<file path="src/hdl/frs_pkg.sv">
// Constants and state codes for the flash reset sequencer
// Operation
// - Hardware reset arriving during software reset may be ignored.
// - Power-on reset runs for power-up delay; host keeps select high.
// - Reset inputs ignored in power-on; held low extends reset plus hold time.
// - Shared line acts as reset after guard time or quad/FOUR_WIRE_COMMAND_MODE disabled.
// - Low longer than pulse width restores registers; recovery period follows.
// - Within guard time shared pin reset is ignored; select low means data.
// - Failed power-on makes next reset a full power-on process.
// - Arm then execute software reset works whenever reset pins are high; the code accepts it only in FRS_READY.
// - Clearing nonvolatile enable makes shared pin purely data line 3.
// - Shared-pin reset aborts work, tristates outputs, rejects commands, standby.
// - After quad data to host, device drives line 3 high during guard.
// - Reset held at power-up end keeps device reset; select waits hold time.
// - Shared reset active on volatile enable bit; quad active on quad bit.
package frs_pkg;
	localparam int CLK_PERIOD_NS        = 10;
	localparam int POWER_UP_DELAY_US    = 300;
	localparam int RECOVERY_PERIOD_US   = 100;
	localparam int PULSE_WIDTH_NS       = 200;
	localparam int HOLD_TIME_NS         = 150;
	localparam int SETUP_TIME_NS        = 50;
	localparam int GUARD_TIME_NS        = 50;
	localparam int SOFT_RESET_NS        = 1000;
	localparam int POWER_UP_CYC  = POWER_UP_DELAY_US * 1000 / CLK_PERIOD_NS;
	localparam int RECOVERY_CYC  = RECOVERY_PERIOD_US * 1000 / CLK_PERIOD_NS;
	localparam int PULSE_CYC     =
		(PULSE_WIDTH_NS + CLK_PERIOD_NS - 1) / CLK_PERIOD_NS;
	localparam int HOLD_CYC      =
		(HOLD_TIME_NS + CLK_PERIOD_NS - 1) / CLK_PERIOD_NS;
	localparam int SETUP_CYC     =
		(SETUP_TIME_NS + CLK_PERIOD_NS - 1) / CLK_PERIOD_NS;
	localparam int GUARD_CYC     =
		(GUARD_TIME_NS + CLK_PERIOD_NS - 1) / CLK_PERIOD_NS;
	localparam int SOFT_CYC      =
		(SOFT_RESET_NS + CLK_PERIOD_NS - 1) / CLK_PERIOD_NS;
	localparam int CNT_W         = 24;
	localparam logic [7:0] CMD_SOFT_ARM  = 8'h66;
	localparam logic [7:0] CMD_SOFT_EXEC = 8'h99;

	typedef enum logic [5:0] {
		FRS_POWER_UP = 6'h01,
		FRS_READY    = 6'h02,
		FRS_RECOVER  = 6'h04,
		FRS_HOLD     = 6'h08,
		FRS_SOFT     = 6'h10,
		FRS_SETUP    = 6'h20
	} frs_state_t;
endpackage

</file>
<file path="src/hdl/frs_low_timer.sv">
// Low-level persistence counter used to qualify reset pulses
`timescale 1ns/10ps
module frs_low_timer #(
	parameter int LIMIT = 20
) (
	// Clock and reset
	input  wire logic sys_clk,
	input  wire logic arst_n,
	// Level to qualify
	input  wire logic active,
	output logic      qualified
);
	logic [15:0] cnt_reg;

	// Saturating count; qualified once the level outlasts LIMIT cycles
	always_ff @(posedge sys_clk or negedge arst_n)
	begin
		if (!arst_n)
			cnt_reg <= 16'h0000;
		else if (!active)
			cnt_reg <= 16'h0000;
		else if (cnt_reg < 16'(LIMIT))
			cnt_reg <= cnt_reg + 16'h0001;
	end

	assign qualified = active && (cnt_reg >= 16'(LIMIT));
endmodule

</file>
<file path="src/hdl/frs_sequencer.sv">
// Reset sequencer: power-on, warm and software reset control
`timescale 1ns/10ps
module frs_sequencer #(
	parameter int POWER_UP_CYCLES = frs_pkg::POWER_UP_CYC,
	parameter int RECOVERY_CYCLES = frs_pkg::RECOVERY_CYC
) (
	// Clock and reset
	input  wire logic       sys_clk,
	input  wire logic       arst_n,
	// Pins from the host
	input  wire logic       select_n_pin,
	input  wire logic       restart_n_pin,
	input  wire logic       shared_line3_restart_pin,
	// Configuration bits
	input  wire logic       quad_enable_volatile,
	input  wire logic       qpi_enable_volatile,
	input  wire logic       line3_restart_enable_volatile,
	input  wire logic       line3_restart_enable_nv,
	// From the command engine
	input  wire logic       cmd_valid,
	input  wire logic [7:0] cmd_code,
	input  wire logic       quad_read_done,
	input  wire logic       power_up_ok,
	// Status and control outputs
	output logic            core_reset,
	output logic            regs_restore,
	output logic            outputs_tristate,
	output logic            cmd_reject,
	output logic            select_allowed,
	output logic            line3_drive_high,
	output logic            line3_drive_oe_n,
	output logic            reset_busy
);
	frs_pkg::frs_state_t state_reg;
	logic [frs_pkg::CNT_W-1:0] cnt_reg;
	logic [2:0] sel_sync_reg;
	logic [2:0] rst_sync_reg;
	logic [2:0] l3_sync_reg;
	logic       sel_n;
	logic       rst_n_s;
	logic       l3_n;
	logic [7:0] guard_reg;
	logic       guard_done;
	logic       l3_is_reset;
	logic       rst_low_any;
	logic       rst_qual;
	logic       soft_armed_reg;
	logic       soft_go;
	logic       por_failed_reg;
	logic       full_por_reg;
	logic       l3_hold_reg;
	logic       abort_reg;

	// Two-stage synchronisers; stage 0 feeds only stage 1
	always_ff @(posedge sys_clk or negedge arst_n)
	begin
		if (!arst_n)
		begin
			sel_sync_reg <= 3'h7;
			rst_sync_reg <= 3'h7;
			l3_sync_reg  <= 3'h7;
		end
		else
		begin
			sel_sync_reg <= {sel_sync_reg[1:0], select_n_pin};
			rst_sync_reg <= {rst_sync_reg[1:0], restart_n_pin};
			l3_sync_reg  <= {l3_sync_reg[1:0], shared_line3_restart_pin};
		end
	end

	assign sel_n   = sel_sync_reg[1];
	assign rst_n_s = rst_sync_reg[1];
	assign l3_n    = l3_sync_reg[1];

	// Guard timer restarts on every select rise
	always_ff @(posedge sys_clk or negedge arst_n)
	begin
		if (!arst_n)
			guard_reg <= 8'h00;
		else if (!sel_n)
			guard_reg <= 8'h00;
		else if (guard_reg < 8'(frs_pkg::GUARD_CYC))
			guard_reg <= guard_reg + 8'h01;
	end

	assign guard_done = sel_n && (guard_reg >= 8'(frs_pkg::GUARD_CYC));

	// Shared pin is a reset input only when its enables allow
	assign l3_is_reset = line3_restart_enable_nv
		&& line3_restart_enable_volatile
		&& (guard_done || !quad_enable_volatile
		|| !qpi_enable_volatile);

	assign rst_low_any = !rst_n_s || (l3_is_reset && !l3_n);

	frs_low_timer #(
		.LIMIT (frs_pkg::PULSE_CYC)
	) u_low_timer (
		.sys_clk   (sys_clk),
		.arst_n    (arst_n),
		.active    (rst_low_any),
		.qualified (rst_qual)
	);

	// Software reset: arm then execute, accepted only in FRS_READY
	always_ff @(posedge sys_clk or negedge arst_n)
	begin
		if (!arst_n)
			soft_armed_reg <= 1'b0;
		else if (cmd_valid && state_reg == frs_pkg::FRS_READY)
			soft_armed_reg <= (cmd_code == frs_pkg::CMD_SOFT_ARM);
	end

	assign soft_go = cmd_valid && soft_armed_reg
		&& (cmd_code == frs_pkg::CMD_SOFT_EXEC)
		&& state_reg == frs_pkg::FRS_READY;

	// Power-on result latched at end of delay, caught after release
	always_ff @(posedge sys_clk or negedge arst_n)
	begin
		if (!arst_n)
			por_failed_reg <= 1'b0;
		else if (state_reg == frs_pkg::FRS_POWER_UP && cnt_reg == '0)
			por_failed_reg <= !power_up_ok;
		else if (full_por_reg)
			por_failed_reg <= 1'b0;
	end

	// Main sequence
	always_ff @(posedge sys_clk or negedge arst_n)
	begin
		if (!arst_n)
		begin
			state_reg    <= frs_pkg::FRS_POWER_UP;
			cnt_reg      <= frs_pkg::CNT_W'(POWER_UP_CYCLES);
			full_por_reg <= 1'b0;
		end
		else
		begin
			unique case (state_reg)
				frs_pkg::FRS_POWER_UP:
				begin
					// Reset pins ignored while counting down
					if (cnt_reg != '0)
						cnt_reg <= cnt_reg - 1'b1;
					else if (rst_low_any)
						state_reg <= frs_pkg::FRS_POWER_UP;
					else
					begin
						state_reg    <= frs_pkg::FRS_HOLD;
						cnt_reg      <= frs_pkg::CNT_W'(frs_pkg::HOLD_CYC);
						full_por_reg <= 1'b0;
					end
				end
				frs_pkg::FRS_READY:
				begin
					if (rst_qual && por_failed_reg)
					begin
						state_reg    <= frs_pkg::FRS_POWER_UP;
						cnt_reg      <= frs_pkg::CNT_W'(POWER_UP_CYCLES);
						full_por_reg <= 1'b1;
					end
					else if (rst_qual)
					begin
						state_reg <= frs_pkg::FRS_RECOVER;
						cnt_reg   <= frs_pkg::CNT_W'(RECOVERY_CYCLES);
					end
					else if (soft_go)
					begin
						state_reg <= frs_pkg::FRS_SOFT;
						cnt_reg   <= frs_pkg::CNT_W'(frs_pkg::SOFT_CYC);
					end
				end
				frs_pkg::FRS_SOFT:
				begin
					// Hardware reset ignored here
					if (cnt_reg != '0)
						cnt_reg <= cnt_reg - 1'b1;
					else
					begin
						state_reg <= frs_pkg::FRS_SETUP;
						cnt_reg   <= frs_pkg::CNT_W'(frs_pkg::SETUP_CYC);
					end
				end
				frs_pkg::FRS_RECOVER:
				begin
					if (cnt_reg != '0)
						cnt_reg <= cnt_reg - 1'b1;
					else if (!rst_low_any)
					begin
						state_reg <= frs_pkg::FRS_HOLD;
						cnt_reg   <= frs_pkg::CNT_W'(frs_pkg::HOLD_CYC);
					end
				end
				frs_pkg::FRS_HOLD:
				begin
					// Pin must stay high for the whole hold time
					if (rst_low_any)
						cnt_reg <= frs_pkg::CNT_W'(frs_pkg::HOLD_CYC);
					else if (cnt_reg != '0)
						cnt_reg <= cnt_reg - 1'b1;
					else
						state_reg <= frs_pkg::FRS_READY;
				end
				frs_pkg::FRS_SETUP:
				begin
					if (cnt_reg != '0)
						cnt_reg <= cnt_reg - 1'b1;
					else
						state_reg <= frs_pkg::FRS_READY;
				end
				default:
				begin
					state_reg <= frs_pkg::FRS_POWER_UP;
					cnt_reg   <= frs_pkg::CNT_W'(POWER_UP_CYCLES);
				end
			endcase
		end
	end

	// Abort pulse for running operations on warm reset entry
	always_ff @(posedge sys_clk or negedge arst_n)
	begin
		if (!arst_n)
			abort_reg <= 1'b0;
		else
			abort_reg <= (state_reg == frs_pkg::FRS_READY) && rst_qual;
	end

	// Drive line 3 high through guard after a quad read
	always_ff @(posedge sys_clk or negedge arst_n)
	begin
		if (!arst_n)
			l3_hold_reg <= 1'b0;
		else if (quad_read_done)
			l3_hold_reg <= 1'b1;
		else if (guard_done || !sel_n)
			l3_hold_reg <= 1'b0;
	end

	always_ff @(posedge sys_clk or negedge arst_n)
	begin
		if (!arst_n)
		begin
			core_reset       <= 1'b1;
			regs_restore     <= 1'b0;
			outputs_tristate <= 1'b1;
			cmd_reject       <= 1'b1;
			select_allowed   <= 1'b0;
			reset_busy       <= 1'b1;
		end
		else
		begin
			core_reset   <= (state_reg != frs_pkg::FRS_READY);
			regs_restore <= abort_reg;
			// Outputs off only in power-up and recovery; commands refused until standby
			outputs_tristate <= (state_reg == frs_pkg::FRS_POWER_UP)
				|| (state_reg == frs_pkg::FRS_RECOVER);
			cmd_reject <= (state_reg != frs_pkg::FRS_READY);
			select_allowed <= (state_reg == frs_pkg::FRS_READY);
			reset_busy <= (state_reg != frs_pkg::FRS_READY);
		end
	end

	assign line3_drive_high = 1'b1;
	assign line3_drive_oe_n = !(l3_hold_reg && sel_n);
endmodule

</file>
<file path="config.mk">
export PLATFORM = sky130hd
export DESIGN_NAME = frs_sequencer
export DESIGN_NICKNAME = d
export VERILOG_FILES = /design/src/hdl/frs_pkg.sv /design/src/hdl/frs_low_timer.sv /design/src/hdl/frs_sequencer.sv
export SDC_FILE = /design/constraint.sdc
export NUM_CORES = 1
export LEC_CHECK = 0
export BUFFER_PORTS_ARGS = -buffer_cell sky130_fd_sc_hd__buf_2
export CORE_MARGIN = 2
export CORE_UTILIZATION = 45
export DETAILED_ROUTE_END_ITERATION = 12
export SYNTH_ARGS = -nofsm -noshare
export SYNTH_HDL_FRONTEND = slang
export SYNTH_SLANG_ARGS = --single-unit
</file>
<file path="constraint.sdc">
create_clock -name sys_clk -period 4.15 [get_ports sys_clk]
set_input_delay 1.0375 -clock sys_clk [delete_from_list [all_inputs] [get_ports sys_clk]]
set_output_delay 1.0375 -clock sys_clk [all_outputs]
set_load 0.1 [all_outputs]
</file>
==> results of run 1 <==
-- per-stage QoR --
step | total power, mW | hold WS (ns)
2_1_floorplan | 0.7538 | 0.3312
3_3_place_gp | 0.7840 | 0.3332
3_5_place_dp | 0.7868 | 0.3355
4_1_cts | 1.394 | 0.3524
5_1_grt | 1.436 | 0.3589
6_report | 1.378 | 0.3509
-- worst min-delay path by stage --
stage                             start                      to  slack [ns]  cells past startpoint
finish              abort_reg$_DFF_PN0_  regs_restore$_DFF_PN0_        0.35                      0
detailed placement  abort_reg$_DFF_PN0_  regs_restore$_DFF_PN0_        0.34                      0
global placement    abort_reg$_DFF_PN0_  regs_restore$_DFF_PN0_        0.33                      0
global route        abort_reg$_DFF_PN0_  regs_restore$_DFF_PN0_        0.36                      0
CTS                 abort_reg$_DFF_PN0_  regs_restore$_DFF_PN0_        0.35                      0
floorplan           abort_reg$_DFF_PN0_  regs_restore$_DFF_PN0_        0.33                      0
-- cell usage after synthesis, types with 4 or more instances --
cell type  count
o211ai_1       6
inv_1         15
nand2_1       26
nor2b_1        7
o21ai_0       16
or4_1          5
dfrtp_1       53
xor2_1         6
ha_1           8
xnor2_1        4
and3_1         4
clkbuf_1      12
a221o_1        8
nand3_1        7
nor4_1        15
a31oi_1        9
and2_1        19
or3_1          4
a21oi_1       12
nor2_1        25
dfstp_2       16
o31ai_1        5
a41oi_1        5
nand4_1        4
buf_4          4
nor3_1        12
-- layer usage --
| metal | wire length [um] | vias to the layer above | part of all wire |
|---|---|---|---|
| li1 | - | 1427 | - |
| met1 | 3848 | 1398 | 0.47 |
| met2 | 3765 | 65 | 0.46 |
| met3 | 359 | 12 | 0.044 |
| met4 | 142 | 0 | 0.017 |
| met5 | 0 | - | 0 |
-- cell type report --
type | count | area, um^2 | share of cell area
inverters | 15 | 56.30 | 0.01380
well taps | 105 | 131.4 | 0.03221
clock buffers | 11 | 131.4 | 0.03221
repair buffers | 28 | 145.1 | 0.03558
multi-input cells | 267 | 1783 | 0.4371
clock inverters | 5 | 85.08 | 0.02086
flip-flops and latches | 69 | 1747 | 0.4282
-- where the power goes --
group | leakage, nW | switching [mW] | internal (mW)
Sequential | 0.900 | 0.0111 | 0.687
Combinational | 0.838 | 0.0494 | 0.0253
Clock | 0.104 | 0.265 | 0.341
Total | 1.84 | 0.325 | 1.05
-- worst reg2reg max path: stages, from the launching register on --
cell     delay [ns]
dfrtp_1        0.38
or4_1          0.55
o41a_1         0.47
o21a_1         0.43
a22oi_4        0.65
o21ai_0        0.20
a221o_1        0.37
-- cell families after synthesis --
family,after synthesis
AO/OA/AOI/OAI,95
XOR/XNOR,10
adder cells (fa/ha/maj),9
buffers and inverters,36
flip-flops,69
multiplexers,3
other,1
AND/OR/NAND/NOR,149
==> results.json, run 1 <==
{
  "grt_max_degree": 47,
  "vdd_drop_max_mv": 0.1781,
  "layout_commonest_cell": "dfrtp_1",
  "synthCells": 372,
  "yosys_register_bits": 69,
  "nets": 418,
  "grt_util_met1": 0.2792,
  "arrival_ns": 3.41,
  "htree_levels": 3,
  "grt_usage": 0.2028,
  "synth_top_family_by_area": "simple AND/OR/NAND/NOR gates",
  "grt_pass1_wl_mm": 14.03,
  "place.gp.congestion": 0.7875,
  "ys_warn_count": 0,
  "cp_max_fo": 24,
  "drcViolationCount": 0,
  "maxSlewViolCount": 0,
  "cp_data_required_time_ns": 4.39,
  "initial_core_util": 0.4567,
  "cp_slowest_stage_delay_ns": 0.65,
  "largest_reg_flops": 24,
  "drive_gt1_frac": 0.1722,
  "post-route-min-period_ns": 3.168,
  "r2r_slack_ns": 0.98,
  "synthSimpleGateAreaFrac": 0.2244,
  "cts_buffers": 9,
  "crit_cells": 6,
  "outcome": "complete, no violations",
  "grt_util_met2": 0.3115,
  "synth.largest_area_cell": "dfrtp_1",
  "dp_hpwl_mm": 5.515,
  "synth_xor_area_frac": 0.02370,
  "ioPinCount": 28,
  "muxShareOfSynthArea": 0.008802,
  "regToRegEndpoint": "cnt_reg[9]$_DFFE_PN0P_",
  "drv_cap": 0,
  "grt-busiest-layer": "met2",
  "clk_pin_slew_ns": 0.07,
  "grt_setup_unrepaired": "no",
  "die_area_mm2": 0.008954,
  "p_leak_nw": 1.842,
  "cp-endpoint": "cnt_reg[9]$_DFFE_PN0P_",
  "avgViaCountPerCell": 5.804,
  "cts.sinks": 69,
  "finalWorstSetupSlack_ns": 0.9820,
  "cts_hold_buf": 0,
  "ys_async_sr_fraction": 1.000,
  "path_cells": "or4_1, o41a_1, o21a_1, a22oi_4, o21ai_0, a221o_1",
  "worst-path-buf-inv": 0,
  "cp-start-kind": "flip-flop",
  "dp.cells": 484,
  "synth_edf_count": 0,
  "ys_types": 71,
  "die_w_um": 94.63,
  "fill_cells": 799,
  "r2r_cells": 6,
  "slowest_stage": "a22oi_4",
  "synth-compound-area-share": 0.1947,
  "startpoint": "guard_reg[7]$_DFFE_PN0P_",
  "vias": 2902,
  "final_area_mm2": 0.004079,
  "cp_top_family": "compound AO/OA/AOI/OAI gates",
  "timing.final.hold_violations": 0,
  "final_antenna_net_count": 0,
  "overflow": 0,
  "setup_tns_ns": 0,
  "final_cell_mix": "dfrtp_1 (53), nand2_1 (26), buf_2 (26)",
  "synth_ff_type": "dfrtp_1",
  "max_freq_mhz": 315.7,
  "setup_viol": 0,
  "yosys.area_share.adder": 0.02979,
  "fp.dieH_um": 94.63,
  "finClkSkew_ns": 0.007241,
  "routedWlPerCell_um": 16.23,
  "critical_path_class": "reg2reg",
  "insertion_delay_ns": 0.35,
  "avgSynthCellArea_um2": 9.936,
  "rows": 33,
  "placed_cell_area_mm2": 0.003862,
  "routed_wl_mm": 8.115,
  "core_mm2": 0.008093,
  "post_cts_buffers": 0,
  "ctsResizeCount": 0,
  "drt-pass1-iter-count": 4,
  "hp-class": "reg2reg",
  "yosysSeqAreaShare": 0.4726,
  "root_buffer": "clkbuf_8",
  "grt_use_met3": 0.04150,
  "grt_pass1_vias": 2921,
  "mappedNetlistNets": 400,
  "antenna_found_initial": 0,
  "cts_buffer_depth": 2,
  "power_density_mw_per_mm2": 337.9,
  "yosys-top-cells-area": "dfrtp_1 (36%), dfstp_2 (11%), and2_1 (3.2%), ha_1 (2.7%), nand2_1 (2.6%)",
  "final_cells": 500,
  "final_core_utilization": 0.5040,
  "synth_area_mm2": 0.003696,
  "port_buffers": 26,
  "tightest_slew_ns": 0.7727,
  "cts_tree": "yes",
  "area_growth_syn_to_layout_pct": 10.36,
  "antenna_cells": 0,
  "fin_crit_sh": 0.7634,
  "dp_slack_ns": 0.9595,
  "slew-limit-headroom": 0.4806,
  "endpoint_kind": "flip-flop",
  "first_iter_violations": 192,
  "timing.rr.start": "guard_reg[7]$_DFFE_PN0P_",
  "synth_top_area_share": 0.3588
}
(Power assumes the default switching activity.)
==> run 2: changes to the inputs <==
==> constraint.sdc (replaced) <==
create_clock -name sys_clk -period 2.55 [get_ports sys_clk]
set_input_delay 0.6375 -clock sys_clk [delete_from_list [all_inputs] [get_ports sys_clk]]
set_output_delay 0.6375 -clock sys_clk [all_outputs]
set_load 0.1 [all_outputs]
==> run 2 against run 1 <==
Combinational power increased by 82%. Fmax is 29% higher. Sequential cell count is the same. Largest cell class unchanged.
==> results.json, run 2 (synthesized netlist as in run 1, its figures left out) <==
{
  "p_int_mw": 1.534,
  "tightest_slew_ns": 0.6597,
  "combPwrFrac": 0.064,
  "post-route-min-period_ns": 2.447,
  "area_growth_syn_to_layout_pct": 18.08,
  "clk_pin_slew_ns": 0.08,
  "max_freq_mhz": 408.7,
  "insertion_delay_ns": 0.35,
  "nets": 453,
  "grt_usage": 0.2083,
  "grt_util_met2": 0.3174,
  "antenna_found_initial": 0,
  "routed_wl_mm": 8.385,
  "regArea_mm2": 0.001747,
  "die_area_mm2": 0.008954,
  "clkPwrFrac": 0.398,
  "finalWorstSetupSlack_ns": 0.1031,
  "drive_gt1_frac": 0.2581,
  "endpoint_kind": "flip-flop",
  "p_switching_mw": 0.5789,
  "die_w_um": 94.63,
  "fp.dieH_um": 94.63,
  "dp_slack_ns": -0.06272,
  "drcViolationCount": 0,
  "fill_cells": 766,
  "grt_pass1_wl_mm": 14.50,
  "outcome": "complete, no violations",
  "final_cell_mix": "dfrtp_1 (53), buf_4 (35), nand2_1 (26), buf_2 (26), nor2_1 (25)",
  "avgViaCountPerCell": 5.658,
  "maxSlewViolCount": 0,
  "cts_buffers": 9,
  "root_buffer": "clkbuf_8",
  "initial_core_util": 0.4567,
  "drv_cap": 0,
  "final_antenna_net_count": 0,
  "p_leak_nw": 2.006,
  "routedWlPerCell_um": 15.67,
  "overflow": 0,
  "finClkSkew_ns": 0.008598,
  "place.gp.congestion": 0.8089,
  "setup_viol": 0,
  "cts.sinks": 69,
  "slew-limit-headroom": 0.5602,
  "layout_commonest_cell": "dfrtp_1",
  "vias": 3027,
  "drt-pass1-iter-count": 4,
  "cp_data_required_time_ns": 2.82,
  "hp-class": "in2async",
  "arrival_ns": 2.72,
  "timing.final.hold_violations": 0,
  "grt-busiest-layer": "met2",
  "antenna_cells": 0,
  "multi_input_area_mm2": 0.001817,
  "grt_use_met3": 0.04389,
  "final_cells": 535,
  "dp_hpwl_mm": 6.033,
  "core_mm2": 0.008093,
  "pwr-share-seq": 0.538,
  "cp_max_fo": 11,
  "grt_setup_unrepaired": "no",
  "largest_reg_flops": 24,
  "r2r_cells": 6,
  "fin_crit_sh": 0.9596,
  "grt_max_degree": 31,
  "port_buffers": 26,
  "cts_hold_buf": 0,
  "first_iter_violations": 172,
  "cts_buffer_depth": 2,
  "power_density_mw_per_mm2": 484.1,
  "cp-start-kind": "flip-flop",
  "htree_levels": 3,
  "swShare": 0.2740,
  "critical_path_class": "reg2reg",
  "cts_tree": "yes",
  "grt_util_met1": 0.2889,
  "rows": 33,
  "dp.cells": 519,
  "grt_pass1_vias": 3014,
  "ioPinCount": 28,
  "vdd_drop_max_mv": 0.2609
}
-- run 2: worst paths after layout --
check / end / from / slack [ns]
max: cnt_reg[23]$_DFFE_PN0P_ / guard_reg[7]$_DFFE_PN0P_ / 0.10
min: l3_hold_reg$_DFFE_PN0P_ / arst_n / 0.31
max reg2reg: cnt_reg[23]$_DFFE_PN0P_ / guard_reg[7]$_DFFE_PN0P_ / 0.10
min reg2reg: rst_sync_reg[1]$_DFF_PN1_ / rst_sync_reg[0]$_DFF_PN1_ / 0.36
max in group asynchronous: cnt_reg[12]$_DFFE_PN1P_ / arst_n / 1.51
min in group sys_clk: rst_sync_reg[1]$_DFF_PN1_ / rst_sync_reg[0]$_DFF_PN1_ / 0.36
-- run 2: what timing repair did --
item / CTS / global route
setup buffers: 0 / 0
resized for setup: 2 / 3
setup endpoints to repair: 5 / 9
pin swaps: 0 / 1
-- run 2: worst max-delay path: stages (launching register included) --
cell and delay, ns:
dfrtp_1 0.38, or4_4 0.53, o41a_1 0.37, o21a_4 0.26, o211a_4 0.31, or3_1 0.35
a31oi_1 0.16
-- run 2: final cells by class --
cell class,instances,area share
flip-flops and latches,69,0.4002
clock buffers,9,0.02838
multi-input cells,267,0.4163
clock inverters,7,0.01290
well taps,105,0.03010
inverters,15,0.01290
repair buffers,63,0.09920
-- run 2: metrics by stage --
stage / hold WS, ns / setup TNS, ns / instance area (um^2) / total power [mW] / utilization
after CTS: 0.3181 / 0 / 4350 / 2.143 / 0.5376
after floorplan: 0.3312 / 0 / 3709 / 1.227 / -
after global routing: 0.3365 / 0 / 4364 / 2.212 / 0.5393
after global placement: 0.3459 / 0 / 4163 / 1.288 / 0.5144
after detailed placement: 0.3481 / -0.2394 / 4163 / 1.292 / 0.5144
final: 0.3137 / 0 / 4364 / 2.113 / 0.5393
-- run 2: metal layers --
metal	vias to the layer above	share of wire	routed length, um
met1	1454	0.49	4097
li1	1495	-	-
met5	-	0	0
met2	65	0.45	3746
met3	13	0.046	385
met4	0	0.019	157
-- run 2: power groups by stage --
stage	combinational (mW)	sequential, mW	clock [mW]
final	0.136	1.14	0.841
after detailed placement	0.136	1.16	0
after global placement	0.132	1.16	0
after floorplan	0.0753	1.15	0
after CTS	0.139	1.14	0.868
after global routing	0.154	1.14	0.919
